## src/utx_defs.svh

```systemverilog
// Offsets, field positions, reset values and codes of the transmitter.
`ifndef UTX_DEFS_SVH
`define UTX_DEFS_SVH
`define UTX_OFF_MODE 5'h00
`define UTX_OFF_CTRL 5'h04
`define UTX_OFF_TXBUF 5'h08
`define UTX_OFF_STATUS 5'h0c
`define UTX_OFF_RXCHK 5'h10
`define UTX_MODE_RESET 8'h01
`define UTX_CTRL_RESET 8'h00
`define UTX_MODE_OPCLK 7
`define UTX_MODE_TXEN 6
`define UTX_MODE_PS_HI 4
`define UTX_MODE_PS_LO 3
`define UTX_MODE_LEN8 2
`define UTX_MODE_STOP2 1
`define UTX_CTRL_MSBF 1
`define UTX_CTRL_INV 0
`define UTX_STAT_BUF 1
`define UTX_STAT_SHIFT 0
`define UTX_PAR_NONE 2'h0
`define UTX_PAR_ZERO 2'h1
`define UTX_PAR_ODD 2'h2
`define UTX_PAR_EVEN 2'h3
`endif

```

## src/utx_pkg.sv

```systemverilog
// Types shared by the UART transmitter.
package utx_pkg;
	typedef enum logic [2:0] {
		UTX_IDLE = 3'b000,
		UTX_START = 3'b001,
		UTX_DATA = 3'b010,
		UTX_PARITY = 3'b011,
		UTX_STOP = 3'b100
	} utx_state_t;
endpackage

```

## src/utx_top.sv

```systemverilog
// UART transmitter with parity, double buffering and an Avalon-MM slave.
//
// Added by the designer: the register addresses and the Avalon-MM interface to the registers.
`timescale 1ns/1ps
`include "utx_defs.svh"

// Behaviour
// even parity sets one on odd count
// even check flags error on odd count
// odd parity sets zero on odd count
// odd check flags error on even count
// zero parity sends zero, never checked
// no parity omits bit, no error
// clock enable makes line idle high
// enabled buffer write starts a frame
// buffer copies to shift register, shifts out
// done event after last stop bit
// idle high until next buffer write
// buffer refills once shifting has begun
// status bit 1 is buffer occupied
// status bit 0 is shift busy
// flags pass 10, 11, 01
// software writes only when buffer free
// software waits done before reinitialising
// LIN software uses no parity
// LIN software waits status zero
// seven bits, parity, two stops, LSB first
// frame of start, 7/8, parity, 1/2 stop
// control bit 1 selects bit order
// control bit 0 inverts output
// clock disable resets circuit, line high
// parity select code 00 means none
// shift advances one bit per tick
module utx_top (
	input wire logic clk,
	input wire logic rst,
	input wire logic baud_tick,
	input wire logic [4:0] avs_address,
	input wire logic avs_read,
	input wire logic avs_write,
	input wire logic [31:0] avs_writedata,
	input wire logic [3:0] avs_byteenable,
	output logic [31:0] avs_readdata,
	output logic avs_waitrequest,
	output logic serial_out_pin,
	output logic tx_done_event
);
	// ------------------------------------------------------------
	// Registers
	// ------------------------------------------------------------
	logic [7:0] mode_register_reg, mode_register_next;
	logic [7:0] control_register_reg, control_register_next;
	logic [7:0] tx_buffer_reg, tx_buffer_next;
	logic buf_full_reg, buf_full_next;
	logic [7:0] tx_shift_reg_reg, tx_shift_reg_next;
	logic busy_reg, busy_next;
	utx_pkg::utx_state_t state_reg, state_next;
	logic [2:0] bitcnt_reg, bitcnt_next;
	logic stopcnt_reg, stopcnt_next;
	logic par_reg, par_next;
	logic line_reg, line_next;
	logic pin_reg, pin_next;
	logic done_reg, done_next;
	logic tail_reg, tail_next;
	logic waitreq_reg;
	logic [31:0] rdata_reg, rdata_next;
	logic ack_reg, ack_next;
	logic [8:0] chk_reg, chk_next;
	logic perr_reg, perr_next;

	logic opclk, txen, len8, stop2, msbf, inv;
	logic [1:0] psel;
	logic access, wr_buf;
	logic [7:0] dmask;
	logic chk_ones;

	assign opclk = mode_register_reg[`UTX_MODE_OPCLK];
	assign txen = mode_register_reg[`UTX_MODE_TXEN];
	assign psel = {mode_register_reg[`UTX_MODE_PS_HI],
		mode_register_reg[`UTX_MODE_PS_LO]};
	assign len8 = mode_register_reg[`UTX_MODE_LEN8];
	assign stop2 = mode_register_reg[`UTX_MODE_STOP2];
	assign msbf = control_register_reg[`UTX_CTRL_MSBF];
	assign inv = control_register_reg[`UTX_CTRL_INV];
	assign access = (avs_read || avs_write) && !ack_reg;
	assign wr_buf = access && avs_write && avs_byteenable[0]
		&& (avs_address == `UTX_OFF_TXBUF);
	assign dmask = len8 ? 8'hff : 8'h7f;
	assign chk_ones = ^(chk_reg[7:0] & dmask) ^ chk_reg[8];

	// ------------------------------------------------------------
	// Bus slave and transmitter
	// ------------------------------------------------------------
	always_comb begin
		mode_register_next = mode_register_reg;
		control_register_next = control_register_reg;
		tx_buffer_next = tx_buffer_reg;
		buf_full_next = buf_full_reg;
		tx_shift_reg_next = tx_shift_reg_reg;
		busy_next = busy_reg;
		state_next = state_reg;
		bitcnt_next = bitcnt_reg;
		stopcnt_next = stopcnt_reg;
		par_next = par_reg;
		line_next = line_reg;
		done_next = 1'b0;
		tail_next = tail_reg;
		rdata_next = 32'h0000_0000;
		ack_next = access;
		chk_next = chk_reg;
		perr_next = perr_reg;
		if (access && avs_write && avs_byteenable[0]) begin
			if (avs_address == `UTX_OFF_MODE) begin
				mode_register_next = avs_writedata[7:0];
			end else if (avs_address == `UTX_OFF_CTRL) begin
				control_register_next = avs_writedata[7:0];
			end else if (avs_address == `UTX_OFF_RXCHK) begin
				chk_next = avs_writedata[8:0];
			end
		end
		if (access && avs_read) begin
			if (avs_address == `UTX_OFF_MODE) begin
				rdata_next = {24'h000000, mode_register_reg};
			end else if (avs_address == `UTX_OFF_CTRL) begin
				rdata_next = {24'h000000, control_register_reg};
			end else if (avs_address == `UTX_OFF_TXBUF) begin
				rdata_next = {24'h000000, tx_buffer_reg};
			end else if (avs_address == `UTX_OFF_STATUS) begin
				rdata_next = {30'h0, buf_full_reg, busy_reg};
			end else if (avs_address == `UTX_OFF_RXCHK) begin
				rdata_next = {15'h0000, perr_reg, 7'h00, chk_reg};
			end else begin
				rdata_next = 32'h0000_0000;
			end
		end
		// Parity check of a received data word and parity bit.
		if (psel == `UTX_PAR_EVEN) begin
			perr_next = chk_ones;
		end else if (psel == `UTX_PAR_ODD) begin
			perr_next = !chk_ones;
		end else begin
			perr_next = 1'b0;
		end
		if (txen && wr_buf) begin
			tx_buffer_next = avs_writedata[7:0];
			buf_full_next = 1'b1;
		end
		// A frame stays busy through its last stop bit; the next tick ends it.
		if (tail_reg && baud_tick) begin
			tail_next = 1'b0;
			busy_next = state_reg != utx_pkg::UTX_IDLE;
			done_next = 1'b1;
		end
		case (state_reg)
			utx_pkg::UTX_IDLE: begin
				line_next = 1'b1;
				if (buf_full_reg && txen) begin
					tx_shift_reg_next = tx_buffer_reg;
					buf_full_next = wr_buf;
					busy_next = 1'b1;
					case (psel)
						`UTX_PAR_EVEN: par_next = ^(tx_buffer_reg & dmask);
						`UTX_PAR_ODD: par_next = ~^(tx_buffer_reg & dmask);
						default: par_next = 1'b0;
					endcase
					state_next = utx_pkg::UTX_START;
				end
			end
			utx_pkg::UTX_START: begin
				if (baud_tick) begin
					line_next = 1'b0;
					bitcnt_next = len8 ? 3'h7 : 3'h6;
					state_next = utx_pkg::UTX_DATA;
				end
			end
			utx_pkg::UTX_DATA: begin
				if (baud_tick) begin
					line_next = msbf ? tx_shift_reg_reg[bitcnt_reg]
						: tx_shift_reg_reg[0];
					if (!msbf) begin
						tx_shift_reg_next = {1'b0, tx_shift_reg_reg[7:1]};
					end
					bitcnt_next = bitcnt_reg - 3'h1;
					if (bitcnt_reg == 3'h0) begin
						state_next = (psel == `UTX_PAR_NONE) ?
							utx_pkg::UTX_STOP : utx_pkg::UTX_PARITY;
						stopcnt_next = stop2;
					end
				end
			end
			utx_pkg::UTX_PARITY: begin
				if (baud_tick) begin
					line_next = par_reg;
					state_next = utx_pkg::UTX_STOP;
				end
			end
			utx_pkg::UTX_STOP: begin
				if (baud_tick) begin
					line_next = 1'b1;
					if (stopcnt_reg) begin
						stopcnt_next = 1'b0;
					end else begin
						state_next = utx_pkg::UTX_IDLE;
						tail_next = 1'b1;
					end
				end
			end
			default: state_next = utx_pkg::UTX_IDLE;
		endcase
		if (!txen) begin
			state_next = utx_pkg::UTX_IDLE;
			buf_full_next = 1'b0;
			busy_next = 1'b0;
			line_next = 1'b1;
			done_next = 1'b0;
			tail_next = 1'b0;
		end
		pin_next = opclk ? (line_next ^ inv) : 1'b1;
	end

	always_ff @(posedge clk or posedge rst) begin
		if (rst) begin
			mode_register_reg <= `UTX_MODE_RESET;
			control_register_reg <= `UTX_CTRL_RESET;
			rdata_reg <= 32'h0000_0000;
			ack_reg <= 1'b0;
			waitreq_reg <= 1'b1;
			chk_reg <= 9'h000;
		end else begin
			mode_register_reg <= mode_register_next;
			control_register_reg <= control_register_next;
			rdata_reg <= rdata_next;
			ack_reg <= ack_next;
			waitreq_reg <= !ack_next;
			chk_reg <= chk_next;
		end
	end

	// Transmit state, status and done flags and line are held in reset while the operation clock is off; buffer and shift data are kept, perr_reg still updates.
	always_ff @(posedge clk or posedge rst) begin
		if (rst) begin
			tx_buffer_reg <= 8'h00;
			buf_full_reg <= 1'b0;
			tx_shift_reg_reg <= 8'h00;
			busy_reg <= 1'b0;
			state_reg <= utx_pkg::UTX_IDLE;
			bitcnt_reg <= 3'h0;
			stopcnt_reg <= 1'b0;
			par_reg <= 1'b0;
			line_reg <= 1'b1;
			pin_reg <= 1'b1;
			done_reg <= 1'b0;
			tail_reg <= 1'b0;
			perr_reg <= 1'b0;
		end else if (!opclk) begin
			buf_full_reg <= 1'b0;
			busy_reg <= 1'b0;
			state_reg <= utx_pkg::UTX_IDLE;
			stopcnt_reg <= 1'b0;
			line_reg <= 1'b1;
			pin_reg <= 1'b1;
			done_reg <= 1'b0;
			tail_reg <= 1'b0;
			perr_reg <= perr_next;
		end else begin
			tx_buffer_reg <= tx_buffer_next;
			buf_full_reg <= buf_full_next;
			tx_shift_reg_reg <= tx_shift_reg_next;
			busy_reg <= busy_next;
			state_reg <= state_next;
			bitcnt_reg <= bitcnt_next;
			stopcnt_reg <= stopcnt_next;
			par_reg <= par_next;
			line_reg <= line_next;
			pin_reg <= pin_next;
			done_reg <= done_next;
			tail_reg <= tail_next;
			perr_reg <= perr_next;
		end
	end

	assign avs_readdata = rdata_reg;
	assign avs_waitrequest = waitreq_reg;
	assign serial_out_pin = pin_reg;
	assign tx_done_event = done_reg;
endmodule
```

## config.mk

```make
export PLATFORM = sky130hd
export DESIGN_NAME = utx_top
export DESIGN_NICKNAME = d
export VERILOG_FILES = /design/src/utx_pkg.sv /design/src/utx_top.sv
export VERILOG_INCLUDE_DIRS = /design/src /design/src/src
export SDC_FILE = /design/constraint.sdc
export NUM_CORES = 1
export LEC_CHECK = 0
export ABC_CLOCK_PERIOD_IN_PS = 1830
export BUFFER_PORTS_ARGS = -buffer_cell sky130_fd_sc_hd__buf_2
export CAP_MARGIN = 30
export CORE_ASPECT_RATIO = 0.5
export CORE_MARGIN = 3
export CORE_UTILIZATION = 45
export CTS_CLUSTER_DIAMETER = 100
export DETAILED_ROUTE_END_ITERATION = 16
export HOLD_SLACK_MARGIN = 0.1
export PLACE_DENSITY = 0.82
export SYNTH_ARGS = -nofsm -noshare
export SYNTH_HDL_FRONTEND = slang
export SYNTH_SLANG_ARGS = --single-unit
```

## constraint.sdc

```tcl
create_clock -name clk -period 1.83 [get_ports clk]
set_input_delay 0 -clock clk [delete_from_list [all_inputs] [get_ports clk]]
set_output_delay 0 -clock clk [all_outputs]
set_load 0.01 [all_outputs]
```

==> impl_metrics.json, run 1 <==
{
  "final.min_clock_period_ps": 1730,
  "synth_top_flop_cell": "sky130_fd_sc_hd__dfrtp_1",
  "finalNonFillerCells": 489,
  "die_footprint_sq_um": 8977,
  "total_detailed_routing_wirelength_um": 8099,
  "number_of_antenna_violations_at_the_first_check_in_global_routing": 0,
  "num_vias": 2581,
  "fin_hold_ws_ps": 244.4,
  "grt_use_total_pct": 19.30,
  "holdCritPathClass": "primary input to register",
  "die_h_um": 68.52,
  "drv.max_cap_violation_count": 0,
  "clock_latency_ps": 330,
  "core_sq_um": 7460,
  "max-slew-margin-rel_pct": 65.45,
  "syn-instance-count": 317,
  "yosys.area.top_type_share_pct": 45.54,
  "final_layout_size_suffix_gt1_share_pct": 30.71,
  "drtIter0Drc": 237,
  "ctsHtreeMaxLevel": 3,
  "timing.critical_path.required_ps": 2080,
  "postLayoutCellArea_sq_um": 4284,
  "setup_viol_count_final": 0,
  "remaining_antenna_violation_count_after_routing": 0,
  "die-width_um": 131.0,
  "netlist.top_cell.by_area": "sky130_fd_sc_hd__dfrtp_1",
  "worst_margin_pin_slew_ps": 516.3,
  "synth_top_cells_by_area": "sky130_fd_sc_hd__dfrtp_1 (46%), sky130_fd_sc_hd__mux2_2 (11%), sky130_fd_sc_hd__buf_4 (5.1%), sky130_fd_sc_hd__xnor2_1 (3.7%), sky130_fd_sc_hd__mux2i_1 (3.7%)",
  "crit_family": "compound AO/OA/AOI/OAI gates",
  "whs_path_depth": 4,
  "reg2regPathDepth": 5,
  "route.detailed.wl_per_inst_um": 16.56,
  "clock_tree.root_cell": "sky130_fd_sc_hd__clkbuf_16",
  "io_buffer_count": 32,
  "area_growth_pct": 21.81,
  "grt_max_degree": 69,
  "dpl_cell_area_sq_um": 3797,
  "cts_buffer_depth": 2,
  "synth.yosys.seq_area_share_pct": 48.52,
  "max_stage_delay_ps": 470,
  "floorplan.rows": 22,
  "place_inst": 460,
  "fin_nets": 424,
  "total_number_of_cells_along_the_worst_setup_path": 5,
  "synth_seq_cells": 68,
  "synthesis.yosys.warnings": 0,
  "initial_cell_density_of_the_core_pct": 47.15,
  "clkTransAtPathRegs_ps": 60,
  "detailedRoute.firstPassIterationCount": 4,
  "async_reset_ff_share_pct": 100.0,
  "number_of_global_route_vias_before_repair": 2613,
  "area_of_the_mapped_netlist_sq_um": 3517,
  "report.final.hold_viol_count": 0,
  "total_leakage_power_nw": 1.951,
  "grt_first_pass_wirelength_um": 13030,
  "post_drt_via_cell_ratio": 5.278,
  "peakVddDrop_mv": 0.5465,
  "number_of_i_o_pins": 81,
  "syn-mean-instance-area_sq_um": 11.10,
  "drt_drc_violations_left": 0,
  "cp_slowest_cell": "sky130_fd_sc_hd__dfrtp_1",
  "cts_sinks": 68,
  "synth_edf_count": 0,
  "largest_reg_flops": 10,
  "pwr_density_cell_nw_per_um2": 910.5,
  "setup.worst_path.end_class": "register",
  "post-dp-hpwl_um": 5434,
  "layout_worst_path_cycle_share_pct": 94.52,
  "worst_clock_skew_ps": 4.535,
  "globalRouteOverflowTotal": 0,
  "synthDistinctLibCells": 53,
  "kind_of_start_point_of_the_critical_path": "register",
  "run_status": "finished, final reports clean",
  "maxClockFrequency_mhz": 578.1,
  "timing_worst_setup_path_type": "register to register",
  "clock_tree_from_tritoncts": "yes",
  "ordered_list_of_cells_on_the_worst_path": "nor3b_4, o211ai_1, a311oi_1, a21oi_1, mux2_2",
  "place.gp.congestion": 0.8492,
  "n_antenna_cell": 0,
  "setup_tns_after_final_layout_ps": 0,
  "worst-path-buf-inv": 0,
  "tritoncts.num_buffers": 9,
  "worst-path-max-fanout": 7,
  "maxSlewViolCount": 0,
  "arrival_ps": 1980
}
## cell usage in the layout (no fill, tap or decap), drive strengths merged, types with 2 or more instances in the layout
| cell | count |
|---|---|
| clkbuf | 10 |
| nor4 | 2 |
| o2111ai | 2 |
| a2111oi | 3 |
| o21bai | 2 |
| dfrtp | 64 |
| nand3 | 4 |
| buf | 49 |
| o21ai | 13 |
| a31oi | 2 |
| xnor2 | 15 |
| inv | 9 |
| a22oi | 2 |
| nor2 | 16 |
| a21oi | 18 |
| o2bb2ai | 3 |
| mux2i | 13 |
| a222oi | 6 |
| a311oi | 2 |
| nor3b | 2 |
| conb | 22 |
| dfstp | 4 |
| dlygate4sd3 | 13 |
| clkinv | 2 |
| a21boi | 2 |
| nand2b | 4 |
| bufinv | 2 |
| nor3 | 3 |
| nor2b | 7 |
| mux2 | 34 |
| ha | 2 |
| and3 | 2 |
| nand2 | 29 |
| xor2 | 3 |
## cells in the mapped netlist (all sizes together), types with 3 or more instances
cell     number
a2111oi       3
dfstp         4
nor2         16
a222oi        6
nand3         4
o2bb2ai       3
nor3          3
dfrtp        64
clkbuf        5
nand2b        4
nor2b         7
a21oi        18
buf          30
inv           8
mux2i        13
xor2          3
xnor2        15
o21ai        13
nand2        29
mux2         34
## tightest hold or removal path, delay by kind of cell
| kind | cells | cell delay (ps) |
|---|---|---|
| AO/OA/AOI/OAI | 2 | 270 |
| buffers and inverters | 1 | 160 |
| AND/OR/NAND/NOR | 1 | 90 |
## cells by family after synthesis
group | count (synthesis) | synth area share, %
compound gates | 61 | 11.70
xor+xnor | 18 | 4.483
simple gates | 77 | 12.38
mux | 47 | 14.59
other cells | 1 | 0.1066
flops | 68 | 48.52
fa+ha+maj | 2 | 0.7114
buf+inv | 43 | 7.506
## final timing paths
| path | start | endpoint | slack, ps |
|---|---|---|---|
| max in group asynchronous | rst | line_reg | 1200 |
| worst min-delay path | avs_address[3] | avs_readdata[0] | 240 |
| worst min register to register | ack_reg | ack_reg | 490 |
| worst max register to register | state_reg[0] | serial_out_pin | 100 |
| min in group asynchronous | rst | state_reg[0] | 280 |
| worst max-delay path | state_reg[0] | serial_out_pin | 100 |
## stage by stage
step	setup WS, ps	power, mW	util [%]
finish	100.3	3.901	57.43
global route	-11.18	4.029	57.43
CTS	31.87	3.897	57.01
detailed placement	52.85	2.009	50.91
global placement	95.09	1.992	50.91
floorplan	125.1	1.928	-
## layer usage
layer / share of wire, % / GRT usage (%) / up-vias
met5: 0 / 0 / -
met4: 1.6 / 8.077 / 0
met3: 6.0 / 4.231 / 15
met2: 49 / 31.50 / 83
met1: 43 / 25.33 / 1285
li1: - / - / 1198
## power breakdown
| group | switching (mW) | leakage (nW) | internal [mW] |
|---|---|---|---|
| sequential | 0.0650 | 0.919 | 1.58 |
| combinational | 0.203 | 0.873 | 0.174 |
| clock | 0.653 | 0.159 | 1.23 |
## repair_timing
action | 4_1_cts | 5_1_grt
gates resized for setup | 0 | 5
endpoints found under the setup margin | 0 | 12
buffers inserted | 0 | 0
hold buffers | 13 | 0
hold endpoints to repair | 104 | 0
## cell type report
cell class	instances	area [sq um]
repair buffers	62	430.4
clock buffers	10	239.0
inverters	8	30.03
well taps	108	135.1
flip-flops and latches	68	1707
fillers	588	3176
clock inverters	6	86.33
multi-input cells	227	1657
No activity file was read; power rests on OpenSTA's default activity.
==> inputs of run 2 (changes only) <==
- CORE_MARGIN: 3 -> 2
- PLACE_DENSITY: 0.82 -> unset
- PLACE_DENSITY_LB_ADDON: unset -> 0.12
==> impl_metrics.json, run 2 (synthesis gave the netlist of run 1 again) <==
{
  "run_status": "finished, final reports clean",
  "floorplan.rows": 22,
  "grt_use_total_pct": 21.12,
  "final_layout_size_suffix_gt1_share_pct": 31.50,
  "cts_buffer_depth": 2,
  "holdCritPathClass": "primary input to register",
  "grt_max_degree": 38,
  "arrival_ps": 1940,
  "initial_cell_density_of_the_core_pct": 47.15,
  "post_drt_via_cell_ratio": 5.209,
  "total_leakage_power_nw": 1.941,
  "pwr_density_cell_nw_per_um2": 901.8,
  "setup_viol_count_final": 0,
  "layout_worst_path_cycle_share_pct": 92.12,
  "clkTransAtPathRegs_ps": 50,
  "place_inst": 460,
  "reg2regPathDepth": 5,
  "fillerInstances": 630,
  "r2r_setup_slack_ps": 140,
  "remaining_antenna_violation_count_after_routing": 0,
  "number_of_i_o_pins": 81,
  "post-cts-setup-buffer-count": 0,
  "p_total_mw": 3.864,
  "drt_drc_violations_left": 0,
  "worst_clock_skew_ps": 3.521,
  "kind_of_start_point_of_the_critical_path": "register",
  "drv.max_cap_violation_count": 0,
  "maxClockFrequency_mhz": 593.2,
  "crit_path_end": "serial_out_pin",
  "largest_reg_flops": 10,
  "critical_path.reg2reg.startpoint": "tx_shift_reg_reg[0]",
  "ctsHtreeMaxLevel": 3,
  "die_h_um": 66.52,
  "report.final.hold_viol_count": 0,
  "setup.worst_path.end_class": "register",
  "drtIter0Drc": 224,
  "finalNonFillerCells": 489,
  "most_used_cells_in_the_layout_excluding_fill_and_tap_cells": "sky130_fd_sc_hd__dfrtp_1 (61), sky130_fd_sc_hd__mux2_2 (34), sky130_fd_sc_hd__buf_2 (32), sky130_fd_sc_hd__nand2_1 (26), sky130_fd_sc_hd__conb_1 (22)",
  "post-dp-hpwl_um": 5572,
  "crit_path_start": "tx_shift_reg_reg[0]",
  "number_of_global_route_vias_before_repair": 2566,
  "num_vias": 2547,
  "timing_worst_setup_path_type": "register to register",
  "n_antenna_cell": 0,
  "clock_tree.root_cell": "sky130_fd_sc_hd__clkbuf_16",
  "area_growth_pct": 21.84,
  "max-slew-margin-rel_pct": 43.95,
  "core_sq_um": 7460,
  "layout_commonest_cell": "sky130_fd_sc_hd__dfrtp_1",
  "maxSlewViolCount": 0,
  "route.detailed.wl_per_inst_um": 16.12,
  "grt_first_pass_wirelength_um": 13390,
  "io_buffer_count": 32,
  "cts_sinks": 68,
  "clock_latency_ps": 330,
  "number_of_antenna_violations_at_the_first_check_in_global_routing": 0,
  "tritoncts.num_buffers": 9,
  "die-width_um": 129.0,
  "total_detailed_routing_wirelength_um": 7885,
  "setup_tns_after_final_layout_ps": 0,
  "die_footprint_sq_um": 8582,
  "postLayoutCellArea_sq_um": 4285,
  "worst-path-max-fanout": 3,
  "worst_margin_pin_slew_ps": 839.6,
  "grt_setup_unrepaired": "no",
  "timing.critical_path.required_ps": 2090,
  "place.gp.congestion": 0.8083,
  "globalRouteOverflowTotal": 0,
  "final.min_clock_period_ps": 1686,
  "detailedRoute.firstPassIterationCount": 5,
  "clock_tree_from_tritoncts": "yes",
  "peakVddDrop_mv": 0.6650,
  "dpl_cell_area_sq_um": 3810,
  "timing.rr.end": "serial_out_pin",
  "fin_nets": 424
}
## run 2: per-stage QoR
| stage | util, % | hold slack [ps] | worst slack (ps) |
|---|---|---|---|
| floorplan | - | 150.5 | 125.1 |
| global placement | 51.07 | 193.6 | 111.8 |
| detailed placement | 51.07 | 214.2 | 48.72 |
| CTS | 57.09 | 101.5 | 25.07 |
| global route | 57.45 | 116.6 | 7.823 |
| finish | 57.45 | 113.9 | 144.2 |
## run 2: power by group
group	total [mW]	switching, mW	internal (mW)
registers	1.64	0.0674	1.58
clock network	1.85	0.620	1.23
logic	0.372	0.194	0.178
total	3.86	0.881	2.98
## run 2: area by class of cell
cell class | instances | area [sq um] | share of cell area, %
clock buffers | 12 | 246.5 | 5.752
clock inverters | 4 | 72.57 | 1.693
inverters | 8 | 30.03 | 0.7007
multi-input cells | 227 | 1648 | 38.45
flip-flops and latches | 68 | 1710 | 39.91
well taps | 108 | 135.1 | 3.153
repair buffers | 62 | 442.9 | 10.34
## run 2: worst min-delay path by stage
stage	from	to	cells past startpoint
global route	avs_read	avs_readdata[8]	3
finish	avs_read	avs_readdata[16]	3
CTS	avs_read	avs_readdata[16]	3
global placement	rst	stopcnt_reg	2
floorplan	avs_writedata[0]	control_register_reg[0]	1
detailed placement	rst	state_reg[1]	2
## run 2: critical path: stages (launching register included)
cell,delay [ps]
sky130_fd_sc_hd__dfrtp_1,380
sky130_fd_sc_hd__nor2b_1,140
sky130_fd_sc_hd__a2111oi_0,370
sky130_fd_sc_hd__a311oi_1,120
sky130_fd_sc_hd__a21oi_2,250
sky130_fd_sc_hd__mux2_2,360
## run 2: what timing repair did
action / in CTS / in global routing
setup endpoints to repair: 0 / 11
hold endpoints to repair: 67 / 0
gates resized for setup: 0 / 9
hold buffers: 13 / 0
## run 2: routing by layer
| layer | up-vias | routed length [um] | track usage [%] |
|---|---|---|---|
| met5 | - | 0 | 0 |
| met4 | 0 | 132 | 6.658 |
| met3 | 11 | 362 | 6.345 |
| met2 | 67 | 3509 | 32.08 |
| met1 | 1258 | 3881 | 29.18 |
| li1 | 1211 | - | - |
